<file path="src/hdl/nvmcc_pkg.sv">
// Constants shared by the memory command control block.
// Assumes a 16-bit register port with 16-bit register indices.
package nvmcc_pkg;
   localparam int         ADDR_W          = 16;
   localparam int         DATA_W          = 16;
   localparam logic [15:0] OFS_CMD_CTRL    = 16'h400A;
   localparam logic [15:0] OFS_IRQ_STAT2   = 16'h4012;
   localparam logic [15:0] OFS_IRQ_MASK2   = 16'h401A;
   localparam logic [15:0] OFS_SECURITY    = 16'h4008;
   localparam logic [15:0] OFS_ENG_STAT    = 16'h400C;
   localparam logic [15:0] UNLOCK_CODE     = 16'h9716;
   localparam int         BIT_PROG        = 15;
   localparam int         BIT_MEM         = 13;
   localparam int         BIT_FINAL       = 11;
   localparam int         BIT_VERIFY      = 10;
   localparam int         BIT_WRITE       = 9;
   localparam int         BIT_READ        = 8;
   localparam int         POS_MARGIN      = 6;
   localparam int         BIT_BULK        = 5;
   localparam int         POS_PAGE        = 0;
   localparam int         BIT_DONE        = 5;
   localparam int         BIT_FAIL        = 4;
   localparam logic [15:0] CTRL_RESET      = 16'h2000;
   localparam logic [15:0] CTRL_WMASK      = 16'h2FE3;
   localparam logic       MASK_RESET      = 1'b1;
   localparam int         CLK_MHZ         = 50;
   localparam int         OP_TIME_NS      = 200;
   localparam int         OP_CYCLES       = (OP_TIME_NS * CLK_MHZ + 999) / 1000;
   typedef enum logic [1:0] {
      NVMCC_CMD_READ,
      NVMCC_CMD_WRITE,
      NVMCC_CMD_VERIFY,
      NVMCC_CMD_FINAL
   } nvmcc_cmd_t;
endpackage

</file>
<file path="src/hdl/nvmcc_eng_if.sv">
// Command request and completion between control and engine.
// Assumes both ends share the system clock.
`timescale 1ns/10ps
interface nvmcc_eng_if;
   import nvmcc_pkg::*;
   logic       start;
   nvmcc_cmd_t cmd;
   logic       otp_sel;
   logic [1:0] margin;
   logic       bulk;
   logic [2:0] page;
   logic       done;
   logic       fail;
   logic       busy;
   modport ctrl (output start, cmd, otp_sel, margin, bulk, page,
                 input done, fail, busy);
   modport eng  (input start, cmd, otp_sel, margin, bulk, page,
                 output done, fail, busy);
endinterface

</file>
<file path="src/hdl/nvmcc_engine.sv">
// Command sequencer towards the memory macro handshake.
// Assumes the macro answers op_ack within its own time after op_req.
`timescale 1ns/10ps
module nvmcc_engine
   import nvmcc_pkg::*;
(
   input  wire logic   clk,
   input  wire logic   nrst,
   nvmcc_eng_if.eng    eif,
   input  wire logic   finalised,
   input  wire logic   mem_err,
   input  wire logic   op_ack,
   output logic        op_req
);
   typedef enum logic [1:0] {NVMCC_IDLE, NVMCC_RUN, NVMCC_END} nvmcc_st_t;
   nvmcc_st_t  st_r;
   logic       bad_r;

   // Locked pages and bulk write fail without touching the array
   wire logic  refuse = (eif.cmd == NVMCC_CMD_WRITE) &&
                        (eif.bulk || finalised ||
                         eif.page < 3'h2);

   always_ff @(posedge clk) begin
      if (!nrst) begin
         st_r  <= NVMCC_IDLE;
         bad_r <= 1'b0;
      end else begin
         case (st_r)
            NVMCC_IDLE: begin
               if (eif.start) begin
                  bad_r <= refuse;
                  st_r  <= refuse ? NVMCC_END : NVMCC_RUN;
               end
            end
            NVMCC_RUN: begin
               if (op_ack) begin
                  bad_r <= mem_err;
                  st_r  <= NVMCC_END;
               end
            end
            NVMCC_END: st_r <= NVMCC_IDLE;
            default:   st_r <= NVMCC_IDLE;
         endcase
      end
   end

   always_ff @(posedge clk) begin
      if (!nrst)
         op_req <= 1'b0;
      else
         op_req <= (st_r == NVMCC_IDLE && eif.start && !refuse) ||
                   (st_r == NVMCC_RUN && !op_ack);
   end

   assign eif.done = (st_r == NVMCC_END) && !bad_r;
   assign eif.fail = (st_r == NVMCC_END) && bad_r;
   assign eif.busy = (st_r != NVMCC_IDLE);
endmodule

</file>
<file path="src/hdl/nvmcc_top.sv">
// Command control register, flags and interrupt for the config memories.
// Assumes a same-clock register port; memory handshake from the macro.
//
// Overview of operation
// - Writing one enters program state until reset
// - Source bit: zero external, one OTP; resets one
// - Finalise bit starts finalise, locking OTP writes
// - Verify bit starts verify of selected pages
// - Write bit starts programming of selected pages
// - Read bit starts read from chosen memory
// - Margin field selects read margin for OTP
// - Bulk bit: zero single page, one all
// - OTP page codes map to pages zero-three
// - External page codes map to two-five, reserved
// - Protected fields change only after unlock code
// - Done flag set on command or autoprogram end
// - Fail flag on read, verify or locked-write error
// - Flags set on rising edge, cleared writing one
// - Unmasked flags drive the primary interrupt
// - Mask one keeps flag off the interrupt; masks reset to one
// - Commands accepted only in program state
// - Bulk OTP write signals command fail
//
// Local design decision: the address-and-strobe port.
`timescale 1ns/10ps
module nvmcc_top
   import nvmcc_pkg::*;
(
   input  wire logic               clk,
   input  wire logic               nrst,
   input  wire logic [ADDR_W-1:0]  reg_addr,
   input  wire logic [DATA_W-1:0]  reg_wdata,
   input  wire logic               reg_wr,
   input  wire logic               reg_rd,
   output logic      [DATA_W-1:0]  reg_rdata,
   input  wire logic               auto_prog_done,
   input  wire logic               ext_mem_err,
   input  wire logic               mem_op_ack,
   input  wire logic               otp_finalised,
   output logic                    mem_op_req,
   output logic                    mem_otp_sel,
   output logic      [1:0]         mem_margin,
   output logic                    mem_bulk,
   output logic      [2:0]         mem_page,
   output logic      [1:0]         mem_cmd,
   output logic                    program_state,
   output logic                    mem_irq
);
   nvmcc_eng_if eif ();

   logic [DATA_W-1:0] ctrl_r;
   logic              prog_r;
   logic              unlock_r;
   logic              done_flag_r;
   logic              fail_flag_r;
   logic              done_mask_r;
   logic              fail_mask_r;
   logic              done_ev_r;
   logic              fail_ev_r;
   logic              auto_s1_r;
   logic              auto_s2_r;
   logic              err_s1_r;
   logic              err_s2_r;
   logic              ack_s1_r;
   logic              ack_s2_r;
   logic              fin_s1_r;
   logic              fin_s2_r;
   logic              auto_d_r;
   logic              start_r;
   nvmcc_cmd_t        cmd_r;
   logic              otp_sel_r;
   logic [1:0]        margin_r;
   logic              bulk_r;
   logic [2:0]        page_r;
   logic              pending_r;
   logic              op_req_w;

   wire logic wr_ctrl  = reg_wr && reg_addr == OFS_CMD_CTRL;
   wire logic wr_stat  = reg_wr && reg_addr == OFS_IRQ_STAT2;
   wire logic wr_mask  = reg_wr && reg_addr == OFS_IRQ_MASK2;
   wire logic wr_sec   = reg_wr && reg_addr == OFS_SECURITY;
   wire logic [3:0] cmd_bits = {reg_wdata[BIT_FINAL], reg_wdata[BIT_VERIFY],
                                reg_wdata[BIT_WRITE], reg_wdata[BIT_READ]};
   // A new command waits for the last one; back-to-back writes are dropped
   wire logic cmd_go   = wr_ctrl && unlock_r && prog_r && !pending_r &&
                         (cmd_bits != 4'h0);

   // Outside signals cross in two stages before use
   always_ff @(posedge clk) begin
      if (!nrst) begin
         {auto_s1_r, auto_s2_r, err_s1_r, err_s2_r} <= 4'h0;
         {ack_s1_r, ack_s2_r, fin_s1_r, fin_s2_r}   <= 4'h0;
      end else begin
         auto_s1_r <= auto_prog_done;
         auto_s2_r <= auto_s1_r;
         err_s1_r  <= ext_mem_err;
         err_s2_r  <= err_s1_r;
         ack_s1_r  <= mem_op_ack;
         ack_s2_r  <= ack_s1_r;
         fin_s1_r  <= otp_finalised;
         fin_s2_r  <= fin_s1_r;
      end
   end

   // Unlock held until reset or a security write of another value; key register itself is not modelled
   always_ff @(posedge clk) begin
      if (!nrst)
         unlock_r <= 1'b0;
      else if (wr_sec)
         unlock_r <= (reg_wdata == UNLOCK_CODE);
   end

   // Sticky: only reset leaves program state
   always_ff @(posedge clk) begin
      if (!nrst)
         prog_r <= 1'b0;
      else if (wr_ctrl && reg_wdata[BIT_PROG])
         prog_r <= 1'b1;
   end

   // Command bits self-clear once the command is launched
   always_ff @(posedge clk) begin
      if (!nrst)
         ctrl_r <= CTRL_RESET;
      else if (wr_ctrl && unlock_r && !pending_r)
         ctrl_r <= reg_wdata & CTRL_WMASK;
      else if (start_r)
         ctrl_r <= ctrl_r & ~(16'h0F00);
   end

   always_ff @(posedge clk) begin
      if (!nrst) begin
         start_r   <= 1'b0;
         pending_r <= 1'b0;
         cmd_r     <= NVMCC_CMD_READ;
         otp_sel_r <= 1'b1;
         margin_r  <= 2'h0;
         bulk_r    <= 1'b0;
         page_r    <= 3'h0;
      end else begin
         start_r <= cmd_go;
         if (cmd_go) begin
            pending_r <= 1'b1;
            // Fields frozen for the whole command
            otp_sel_r <= reg_wdata[BIT_MEM];
            margin_r  <= reg_wdata[POS_MARGIN +: 2];
            bulk_r    <= reg_wdata[BIT_BULK];
            // Page decode differs by source memory
            page_r    <= reg_wdata[BIT_MEM] ?
                         {1'b0, reg_wdata[POS_PAGE +: 2]} :
                         3'(reg_wdata[POS_PAGE +: 2]) + 3'h2;
            // One command per write; finalise has top priority
            if (reg_wdata[BIT_FINAL])
               cmd_r <= NVMCC_CMD_FINAL;
            else if (reg_wdata[BIT_VERIFY])
               cmd_r <= NVMCC_CMD_VERIFY;
            else if (reg_wdata[BIT_WRITE])
               cmd_r <= NVMCC_CMD_WRITE;
            else
               cmd_r <= NVMCC_CMD_READ;
         end else if (eif.done || eif.fail) begin
            pending_r <= 1'b0;
         end
      end
   end

   assign eif.start   = start_r;
   assign eif.cmd     = cmd_r;
   assign eif.otp_sel = otp_sel_r;
   assign eif.margin  = margin_r;
   assign eif.bulk    = bulk_r;
   assign eif.page    = page_r;

   // Memory errors count on every acknowledged command, whatever the source memory
   nvmcc_engine u_eng (
      .clk       (clk),
      .nrst      (nrst),
      .eif       (eif),
      .finalised (fin_s2_r),
      .mem_err   (err_s2_r),
      .op_ack    (ack_s2_r),
      .op_req    (op_req_w)
   );

   // Event levels, edge detected below
   always_ff @(posedge clk) begin
      if (!nrst) begin
         done_ev_r <= 1'b0;
         fail_ev_r <= 1'b0;
         auto_d_r  <= 1'b0;
      end else begin
         done_ev_r <= eif.done;
         fail_ev_r <= eif.fail;
         auto_d_r  <= auto_s2_r;
      end
   end

   wire logic done_rise = (eif.done && !done_ev_r) ||
                          (auto_s2_r && !auto_d_r);
   wire logic fail_rise = eif.fail && !fail_ev_r;

   // Set beats a simultaneous write-one clear
   always_ff @(posedge clk) begin
      if (!nrst) begin
         done_flag_r <= 1'b0;
         fail_flag_r <= 1'b0;
      end else begin
         done_flag_r <= done_rise ||
            (done_flag_r && !(wr_stat && reg_wdata[BIT_DONE]));
         fail_flag_r <= fail_rise ||
            (fail_flag_r && !(wr_stat && reg_wdata[BIT_FAIL]));
      end
   end

   always_ff @(posedge clk) begin
      if (!nrst) begin
         done_mask_r <= MASK_RESET;
         fail_mask_r <= MASK_RESET;
      end else if (wr_mask) begin
         done_mask_r <= reg_wdata[BIT_DONE];
         fail_mask_r <= reg_wdata[BIT_FAIL];
      end
   end

   always_ff @(posedge clk) begin
      if (!nrst)
         mem_irq <= 1'b0;
      else
         mem_irq <= (done_flag_r && !done_mask_r) ||
                    (fail_flag_r && !fail_mask_r);
   end

   always_ff @(posedge clk) begin
      if (!nrst) begin
         mem_op_req    <= 1'b0;
         mem_otp_sel   <= 1'b1;
         mem_margin    <= 2'h0;
         mem_bulk      <= 1'b0;
         mem_page      <= 3'h0;
         mem_cmd       <= 2'h0;
         program_state <= 1'b0;
      end else begin
         mem_op_req    <= op_req_w;
         mem_otp_sel   <= otp_sel_r;
         mem_margin    <= margin_r;
         mem_bulk      <= bulk_r;
         mem_page      <= page_r;
         mem_cmd       <= cmd_r;
         program_state <= prog_r;
      end
   end

   // Unmapped addresses read as zero
   always_ff @(posedge clk) begin
      if (!nrst)
         reg_rdata <= '0;
      else if (reg_rd) begin
         case (reg_addr)
            OFS_CMD_CTRL:  reg_rdata <= ctrl_r | (16'(prog_r) << BIT_PROG);
            OFS_IRQ_STAT2: reg_rdata <= (16'(done_flag_r) << BIT_DONE) |
                                        (16'(fail_flag_r) << BIT_FAIL);
            OFS_IRQ_MASK2: reg_rdata <= (16'(done_mask_r) << BIT_DONE) |
                                        (16'(fail_mask_r) << BIT_FAIL);
            OFS_ENG_STAT:  reg_rdata <= {13'h0, unlock_r, pending_r, prog_r};
            default:       reg_rdata <= '0;
         endcase
      end else
         reg_rdata <= '0;
   end
endmodule

</file>
<file path="config.mk">
export PLATFORM = sky130hd
export DESIGN_NAME = nvmcc_top
export DESIGN_NICKNAME = d
export VERILOG_FILES = /design/src/hdl/nvmcc_pkg.sv /design/src/hdl/nvmcc_eng_if.sv /design/src/hdl/nvmcc_engine.sv /design/src/hdl/nvmcc_top.sv
export SDC_FILE = /design/constraint.sdc
export NUM_CORES = 1
export LEC_CHECK = 0
export ABC_AREA = 1
export BUFFER_PORTS_ARGS = -buffer_cell sky130_fd_sc_hd__buf_2
export CORE_MARGIN = 2
export CORE_UTILIZATION = 56
export CTS_CLUSTER_DIAMETER = 30
export DETAILED_ROUTE_END_ITERATION = 10
export HOLD_SLACK_MARGIN = 0.06
export PLACE_DENSITY = 0.92
export SLEW_MARGIN = 10
export SYNTH_ARGS = -nofsm -noshare
export SYNTH_HDL_FRONTEND = slang
export SYNTH_SLANG_ARGS = --single-unit
export TNS_END_PERCENT = 30
</file>
<file path="constraint.sdc">
create_clock -name clk -period 2.9 [get_ports clk]
set_input_delay 0 -clock clk [delete_from_list [all_inputs] [get_ports clk]]
set_output_delay 0 -clock clk [all_outputs]
set_load 0.1 [all_outputs]
</file>
# Word-level counts from Yosys, hierarchy flattened
# Cells that the tools add are included.
# W data, S select, Z words.
[op_classes]
mux = 16
n_addsub = 1
reduce_logical = 52
n_bitwise = 3
order_cmp = 1
n_eq_ne = 11
[op_table]
columns = ["operator", "n"]
rows = [
  ["$eq A16 B15 Y1 const B", 5],
  ["$pmux W16 S4", 1],
  ["$logic_and A1 B1 Y1", 25],
  ["$eq A16 B16 Y1 const B", 1],
  ["$or A14 B16 Y16", 1],
  ["$mux W14", 1],
  ["$mux W12", 1],
  ["$or A6 B5 Y6", 2],
  ["$logic_not A1 Y1", 11],
  ["$mux W2", 5],
  ["$logic_or A1 B1 Y1", 8],
  ["$reduce_bool A2 Y1", 3],
  ["$mux W1", 5],
  ["$eq A2 B1 Y1 const B", 2],
  ["$ne A2 B2 Y1 const B", 2],
  ["$pmux W2 S2", 1],
  ["$reduce_and A2 Y1", 2],
  ["$reduce_bool A4 Y1", 1],
  ["$add A2 B2 Y3 const B", 1],
  ["$lt A3 B2 Y1 const B", 1],
  ["$mux W3", 1],
  ["$reduce_and A3 Y1", 1],
  ["$eq A2 B2 Y1 const B", 1],
  ["$logic_not A2 Y1", 1],
  ["$pmux W1 S2", 1],
]
[word_totals]
word_cells = 122
out_inout_bits = 28
inputBits = 40
reg_bits = 70

# Logic depth before layout (Yosys ltp)
# Gate-level depths: netlist of the first run.
[logic_depth]
depth_word = 7
ltp_mapped = 10
mapped_depth_nobuf = 10

# Cells and area by module
# Synthesis of the first run repeated with hierarchy kept, for this count alone.
[unflattened]
hier_cells = 358
hier_area_um2 = 2776.4
[modules_own_cells]
columns = ["mod", "area_per_inst_um2", "seq_area_each_um2", "cells_each", "instances"]
rows = [
  ["nvmcc_top", 2537.4, 1261.2, 322, 1],
  ["nvmcc_engine", 239.0, 80.1, 36, 1],
]

# Worst setup path before layout of the first run
# No wires, ideal clock.
[synth_timing]
path_type = "reg-to-reg"
startpoint = "register prog_r"
endpoint = "register cmd_r[0]"
t_required_ns = 2.782
setup_ns = 0.118
slack_ns = 1.782
path_stages_with_launch = 6
synth_period_minus_slack_ns = 1.118
arrival_time_ns = 1.000
n_path_buf = 0
cell_sequence = "dfxtp_1 > inv_1 > a21oi_1 > nand4_1 > nor2_1 > a21oi_2"
[synth_via]
elab_chain_len = 3
[synth_lines]
columns = ["element", "line", "rtl"]
rows = [
  ["start: declaration", "nvmcc_top.sv:52", "logic prog_r;"],
  ["start signal: assignment", "nvmcc_top.sv:116", "prog_r <= 1'b0;"],
  ["start signal: assignment", "nvmcc_top.sv:118", "prog_r <= 1'b1;"],
  ["$logic_and A1 B1 Y1 (3 in series)", "nvmcc_top.sv:85", "wire logic cmd_go = wr_ctrl && unlock_r && prog_r && !pending_r &&"],
  ["end signal: assignment", "nvmcc_top.sv:135", "cmd_r <= NVMCC_CMD_READ;"],
  ["end signal: assignment", "nvmcc_top.sv:154", "cmd_r <= NVMCC_CMD_FINAL;"],
  ["end signal: assignment", "nvmcc_top.sv:156", "cmd_r <= NVMCC_CMD_VERIFY;"],
  ["end: declaration", "nvmcc_top.sv:70", "nvmcc_cmd_t cmd_r;"],
]
# Every way passes these cells.
# A chain may end at the register's enable or synchronous reset.

# Worst setup path in the final report of the first run
[layout_timing]
startpoint = "input reg_wr"
endpoint = "register fail_mask_r"
[layout_via]
elab_chain_len = 1
[layout_lines]
columns = ["element", "line", "rtl"]
rows = [
  ["start: declaration", "nvmcc_top.sv:33", "input wire logic reg_wr,"],
  ["$logic_and A1 B1 Y1", "nvmcc_top.sv:80", "wire logic wr_mask = reg_wr && reg_addr == OFS_IRQ_MASK2;"],
  ["end signal: assignment", "nvmcc_top.sv:221", "fail_mask_r <= reg_wdata[BIT_FAIL];"],
  ["end: declaration", "nvmcc_top.sv:57", "logic fail_mask_r;"],
]
# Every way passes these cells.

==> results.yml, run 1 <==
clocking:
  clockRootBuffer: "clkbuf_8"
  clkLatencyLatePin_ps: 350
  clkTransAtPathRegs_ps: 80
  clkSinkCount: 67
  cts_tree: "yes"
  cts_resized: 0
  htree_levels: 3
  max-clock-path-buffers: 2
  cts_buffers: 9
power_and_ir_drop:
  p_clk_share_pct: 45.1
  p_int_mw: 1.47
  powerDensity_nw_per_um2: 562
  p_total_mw: 1.92
  p_sw_uw: 450
  pwr-share-seq_pct: 48.4
  p_comb_share_pct: 6.5
  vdd_ir_drop_max_mv: 0.433
  p_leak_nw: 1.70
  switching_share_pct: 23.5
yosys:
  async_flop_share_pct: 0
  synth.most_common_cell: "nand2_1"
  synth_top_area_cell: "dfxtp_1"
  synth_edf_count: 0
  syn_inst: 348
  ys_ff_latch: 67
  syn_area_sq_um: 2630
  synth_ff_type: "dfxtp_1"
  synth_top_cells_by_count: "70 x nand2_1, 67 x dfxtp_1, 54 x inv_1"
  syn_avg_cell_area_sq_um: 7.54
  synth_top_area_share_pct: 51.1
  ys_types: 30
  ys_warn_count: 0
  ys_seq_area_share_pct: 51.1
  yosys-top-cells-area: "dfxtp_1 51%, nand2_1 10%, inv_1 7.7%, nor2_1 7.0%, nand3_1 4.4%"
finish:
  antenna_cells: 0
  multi_input_area_sq_um: 1010
  fillCellCount: 270
  syn_to_final_growth_pct: 29.9
  drive_above_1_share_pct: 22.9
  fin_nets: 478
  regArea_sq_um: 1340
  finish.utilization_pct: 76.7
  postLayoutCellArea_sq_um: 3410
detailed_routing:
  drtIter0Drc: 316
  viasPerCell: 5.27
  routed_wl_microns: 6540
  wire_per_inst_microns: 13.2
  dr_total_vias: 2602
  firstDrtPassIters: 5
  final_antenna_net_count: 0
  drc_errors: 0
setup_path:
  worst_setup_path_end_kind: "flip-flop"
  ff2ff_setup_slack_ps: 1290
  required_ps: 3140
  cp_common_cell: "dlygate4sd3_1"
  r2r-start: "prog_r"
  crit_type: "input pin to flip-flop"
  max_stage_delay_ps: 570
  cp-startpoint: "reg_wr"
  critPathTopFamily: "buffers and inverters"
  rr_endpoint: "bulk_r"
  start_kind: "input pin"
  worstPathCellList: "dlygate4sd3_1, buf_2, nand3_1, dlygate4sd3_1, nand3_1, dlygate4sd3_1"
  crit_buf_inv: 4
  cp_max_fo: 9
  crit_slowest_cell: "dlygate4sd3_1"
  worst-r2r-cell-count: 4
  critPathArrivalTime_ps: 2020
floorplanning:
  row_count: 24
  initial_utilization_pct: 59.1
  die_area_sq_um: 5250
  die_w_microns: 72.5
  io_pins: 68
  core_area_sq_um: 4440
  die_h_microns: 72.5
run_status:
  outcome: "finished, final reports clean"
grt:
  gr-total-overflow: 0
  grtUsageTotal_pct: 26.3
  grt_pass1_wl_microns: 10700
  grt_antenna_before_repair: 0
  grt_max_degree: 24
  grt_pass1_vias: 2523
placement:
  port_buffers: 64
  dpl_cell_area_sq_um: 2970
  gp_congestion: 0.878
  dp_hpwl_microns: 4060
timing:
  skew_ps: 11.3
  relSlewSlack_pct: 60.1
  period_minus_slack_ps: 1790
  rsz0062_at_grt: "no"
  drv_slew: 0
  hold_viol_final: 0
  max_freq_mhz: 560
  fin_hold_ws_ps: 97.8
  worstMarginPinSlew_ps: 597
  period_share_pct: 61.6
  fin_setup_tns_ps: 0
  setup_viol: 0
worst_hold_path:
  worstHoldStart: "reg_addr[2]"
  min_path_type: "input pin to flip-flop"
  worstHoldPathCells: 5
  hold_path_end: "unlock_r"
flow_run:
  drv_cap: 0
through the flow:
| stage | setup slack, ps | instances |
|---|---|---|
| after detailed placement | 1260 | 456 |
| after CTS | 1170 | 494 |
| after global routing | 1030 | 494 |
| after floorplan | 1780 | 350 |
| final | 1110 | 494 |
| after global placement | 1280 | 456 |
layout by cell type (no fill, tap or decap), types with 3 or more instances in the layout:
| cell type | netlist | layout |
|---|---|---|
| conb_1 | 1 | 3 |
| nand4_1 | 11 | 11 |
| clkbuf_8 | 0 | 9 |
| buf_2 | 3 | 64 |
| dfxtp_1 | 67 | 67 |
| a21oi_2 | 6 | 6 |
| nor3_1 | 6 | 6 |
| inv_2 | 3 | 3 |
| nand3_1 | 23 | 23 |
| dlygate4sd3_1 | 0 | 22 |
| nand2_1 | 70 | 70 |
| a21oi_1 | 14 | 14 |
| o21ai_0 | 12 | 12 |
| nor2_1 | 49 | 49 |
| inv_1 | 54 | 54 |
| nor2_2 | 3 | 3 |
power by group through the flow:
stage	combinational, mW	clock, mW	sequential (mW)
3_3_place_gp	0.0960	0	0.949
2_1_floorplan	0.0592	0	0.949
6_report	0.124	0.863	0.928
4_1_cts	0.118	0.867	0.928
5_1_grt	0.133	0.905	0.928
3_5_place_dp	0.0980	0	0.949
final cells by class:
class	count	share of cell area, %
Sequential cell	67	39.3
Multi-Input combinational cell	213	29.6
Timing Repair Buffer	87	16.1
Inverter	59	6.50
Clock buffer	9	3.63
Clock inverter	7	2.94
Tap cell	52	1.91
what timing repair did:
action,4_1_cts,5_1_grt
hold buffers,22,0
setup endpoints to repair,0,0
setup buffers,0,0
hold endpoints to repair,35,0
worst max path at each step:
stage | endpoint | cells past startpoint
6_report | fail_mask_r | 6
5_1_grt | fail_mask_r | 8
2_1_floorplan | cmd_r[0] | 5
3_5_place_dp | ctrl_r[6] | 7
3_3_place_gp | ctrl_r[6] | 7
4_1_cts | fail_mask_r | 6
cells by family (layout without fill, tap and decap cells):
| kind of cell | after synthesis | after routing | synth area share [%] |
|---|---|---|---|
| compound gates | 37 | 37 | 8.29 |
| fa+ha+maj | 1 | 1 | 0.477 |
| buf+inv | 70 | 162 | 10.7 |
| flops | 67 | 67 | 51.1 |
| other cells | 1 | 3 | 0.143 |
| simple gates | 172 | 172 | 29.3 |
worst reg2reg max path, stage by stage, from the launching register on:
cell     delay [ps]
dfxtp_1         390
inv_1           100
a21oi_1         200
nand4_1         520
o21ai_0         320
sequential cells by signal, indices dropped and copies added (netlist names), 2 cells and up:
name / count
eif.page: 3
cmd_r: 2
mem_cmd: 2
mem_margin: 2
ctrl_r: 10
eif.margin: 2
u_eng.st_r: 2
reg_rdata: 13
mem_page: 3
layer usage:
metal / vias to the layer above / global-route usage, % / share of wire, %
met5: - / 0 / 0
met4: 0 / 14.0 / 2.4
met3: 20 / 8.19 / 7.8
met2: 145 / 44.2 / 49
met1: 1178 / 29.9 / 40
li1: 1259 / - / -
Power figures use the tool's default switching activity.
==> run 2: changes to the inputs <==
Settings changed: ABC_AREA 1 to 0, CORE_UTILIZATION 56 to 46, PLACE_DENSITY 0.92 to 0.82.
Clock period 2.9 ns to 1.5 ns, I/O delays scaled along.
==> results.yml, run 2 <==
grt:
  grt_use_met2_pct: 35.6
  grtUsageTotal_pct: 21.2
  use_met3_pct: 4.14
  grt_antenna_before_repair: 0
  grt-busiest-layer: "met2"
  use_met1_pct: 24.7
  gr-total-overflow: 0
  grt_pass1_vias: 2172
  grt_pass1_wl_microns: 9870
  grt_max_degree: 31
floorplanning:
  io_pins: 68
  core_area_sq_um: 5440
  row_count: 27
  die_w_microns: 78.6
  initial_utilization_pct: 47.0
  die_h_microns: 78.6
  die_area_sq_um: 6170
timing:
  hold_viol_final: 0
  max_freq_mhz: 690
  setup_viol: 0
  period_share_pct: 96.7
  fin_setup_tns_ps: 0
  skew_ps: 8.03
  rsz0062_at_grt: "no"
  drv_slew: 0
  period_minus_slack_ps: 1450
placement:
  port_buffers: 64
  dpl_cell_area_sq_um: 3050
  dp_hpwl_microns: 4120
  gp_congestion: 0.860
yosys:
  ys_seq_area_share_pct: 52.4
  synth_edf_count: 0
  synth_top_cells_by_count: "67 x dfxtp_1, 35 x nand2_1, 22 x mux2i_1"
  synth_ff_type: "dfxtp_1"
  ys_types: 40
  syn_avg_cell_area_sq_um: 9.66
  syn_area_sq_um: 2560
  syn_inst: 265
  ys_warn_count: 0
  async_flop_share_pct: 0
  yosys-top-cells-area: "dfxtp_1 52%, mux2i_1 8.6%, and2_1 5.1%, nand2_1 5.1%, inv_1 2.5%"
  ys_ff_latch: 67
  synth.most_common_cell: "dfxtp_1"
  synth_top_area_share_pct: 52.4
  synth_top_area_cell: "dfxtp_1"
finish:
  drive_above_1_share_pct: 28.0
  fin_nets: 410
  final_cell_mix: "66 x dfxtp_1, 63 x buf_2, 35 x nand2_1"
  final_common_cell: "dfxtp_1"
  largest_register_ffs: 13
  fillCellCount: 430
  top_regs: "reg_rdata: 13 flops, ctrl_r: 10 flops"
  antenna_cells: 0
  top_register: "reg_rdata"
  syn_to_final_growth_pct: 35.3
  postLayoutCellArea_sq_um: 3460
clocking:
  htree_levels: 3
  clockRootBuffer: "clkbuf_8"
  postCtsSetupBuffers: 0
  clkLatencyLatePin_ps: 350
  clkTransAtPathRegs_ps: 70
  clkSinkCount: 67
  cts_buffers: 9
  max-clock-path-buffers: 2
  cts_tree: "yes"
power_and_ir_drop:
  p_int_mw: 2.65
  switching_share_pct: 22.7
  p_sw_uw: 776
  p_leak_nw: 1.58
  pwr-share-seq_pct: 52.4
  p_clk_share_pct: 39.8
  p_total_mw: 3.42
  p_comb_share_pct: 7.8
  vdd_ir_drop_max_mv: 0.727
  powerDensity_nw_per_um2: 989
detailed_routing:
  dr_total_vias: 2237
  final_antenna_net_count: 0
  viasPerCell: 5.05
  wire_per_inst_microns: 13.8
  firstDrtPassIters: 4
  routed_wl_microns: 6120
  drtIter0Drc: 121
  drc_errors: 0
setup_path:
  critPathTopFamily: "buffers and inverters"
  cp_common_cell: "dlygate4sd3_1"
  worstPathCellList: "dlygate4sd3_1, buf_2, nand2_1, dlygate4sd3_1, or3_4, mux2i_1"
  crit_type: "input pin to flip-flop"
  required_ps: 1770
  crit_slowest_cell: "dlygate4sd3_1"
  critPathArrivalTime_ps: 1720
  crit_buf_inv: 3
  worst_setup_path_end_kind: "flip-flop"
  cp_max_fo: 1
  max_stage_delay_ps: 560
  start_kind: "input pin"
flow_run:
  drv_cap: 0
run_status:
  outcome: "finished, final reports clean"
worst_hold_path:
  min_path_type: "input pin to flip-flop"
-- run 2: cell count changes after synthesis, sizes merged, moves of 17 or more --
cell	delta
nand2	-36
mux2i	+22
and2	+21
nor2	-47
nand3	-17
inv	-40
-- run 2: repair_timing --
item,4_1_cts,5_1_grt
setup endpoints to repair,0,11
hold endpoints to repair,25,0
gates resized for setup,0,10
hold buffers,21,0
-- run 2: logic make-up after synthesis --
kind of cell / count (synthesis) / share of synthesized area [%]
other cells: 1 / 0.147
fa+ha+maj: 1 / 0.489
simple gates: 118 / 26.1
flops: 67 / 52.4
mux: 22 / 8.61
compound gates: 26 / 6.85
buf+inv: 30 / 5.43
-- run 2: worst paths after layout --
kind	to	cells after the start	from	slack, ps
max	unlock_r	6	reg_wdata[2]	50
min	done_mask_r	3	reg_wr	70
max reg2reg	eif.page[2]	5	unlock_r	70
min reg2reg	fail_flag_r	1	fail_ev_r	420
-- run 2: final cells by class --
cell class / count / area, sq um / area share (%)
sequential: 67 / 1340 / 38.8
timing repair buffer: 104 / 683 / 19.7
clock inverter: 3 / 42.5 / 1.23
inverter: 17 / 63.8 / 1.84
clock buffer: 10 / 128 / 3.69
tap: 72 / 90.1 / 2.60
multi-input combinational: 170 / 1110 / 32.1
-- run 2: worst reg2reg max path, stage by stage (launching register included) --
cell,delay [ps]
dfxtp_2,330
nor2b_4,150
nand4_1,110
or4_4,450
buf_6,160
mux2i_1,120
-- run 2: metal layers --
metal | wire [microns] | part of all wire (%)
met3 | 327 | 5.3
met2 | 3150 | 51
met5 | 0 | 0
met1 | 2460 | 40
met4 | 188 | 3.1
-- run 2: power groups by stage --
stage | logic, mW | registers, mW | clock network [mW]
final | 0.265 | 1.79 | 1.36
after global routing | 0.285 | 1.79 | 1.48
after CTS | 0.261 | 1.79 | 1.38
after detailed placement | 0.219 | 1.83 | 0
after global placement | 0.217 | 1.83 | 0
after floorplan | 0.119 | 1.83 | 0
-- run 2: stage by stage --
step | cells | hold WS [ps] | setup slack (ps) | util, %
floorplan | 267 | 125 | 124 | -
global placement | 409 | 207 | 12.1 | 56.1
detailed placement | 409 | 210 | -21.8 | 56.1
CTS | 443 | 61.6 | 1.88 | 63.1
global route | 443 | 97.3 | 3.76 | 63.7
finish | 443 | 68.0 | 49.7 | 63.7
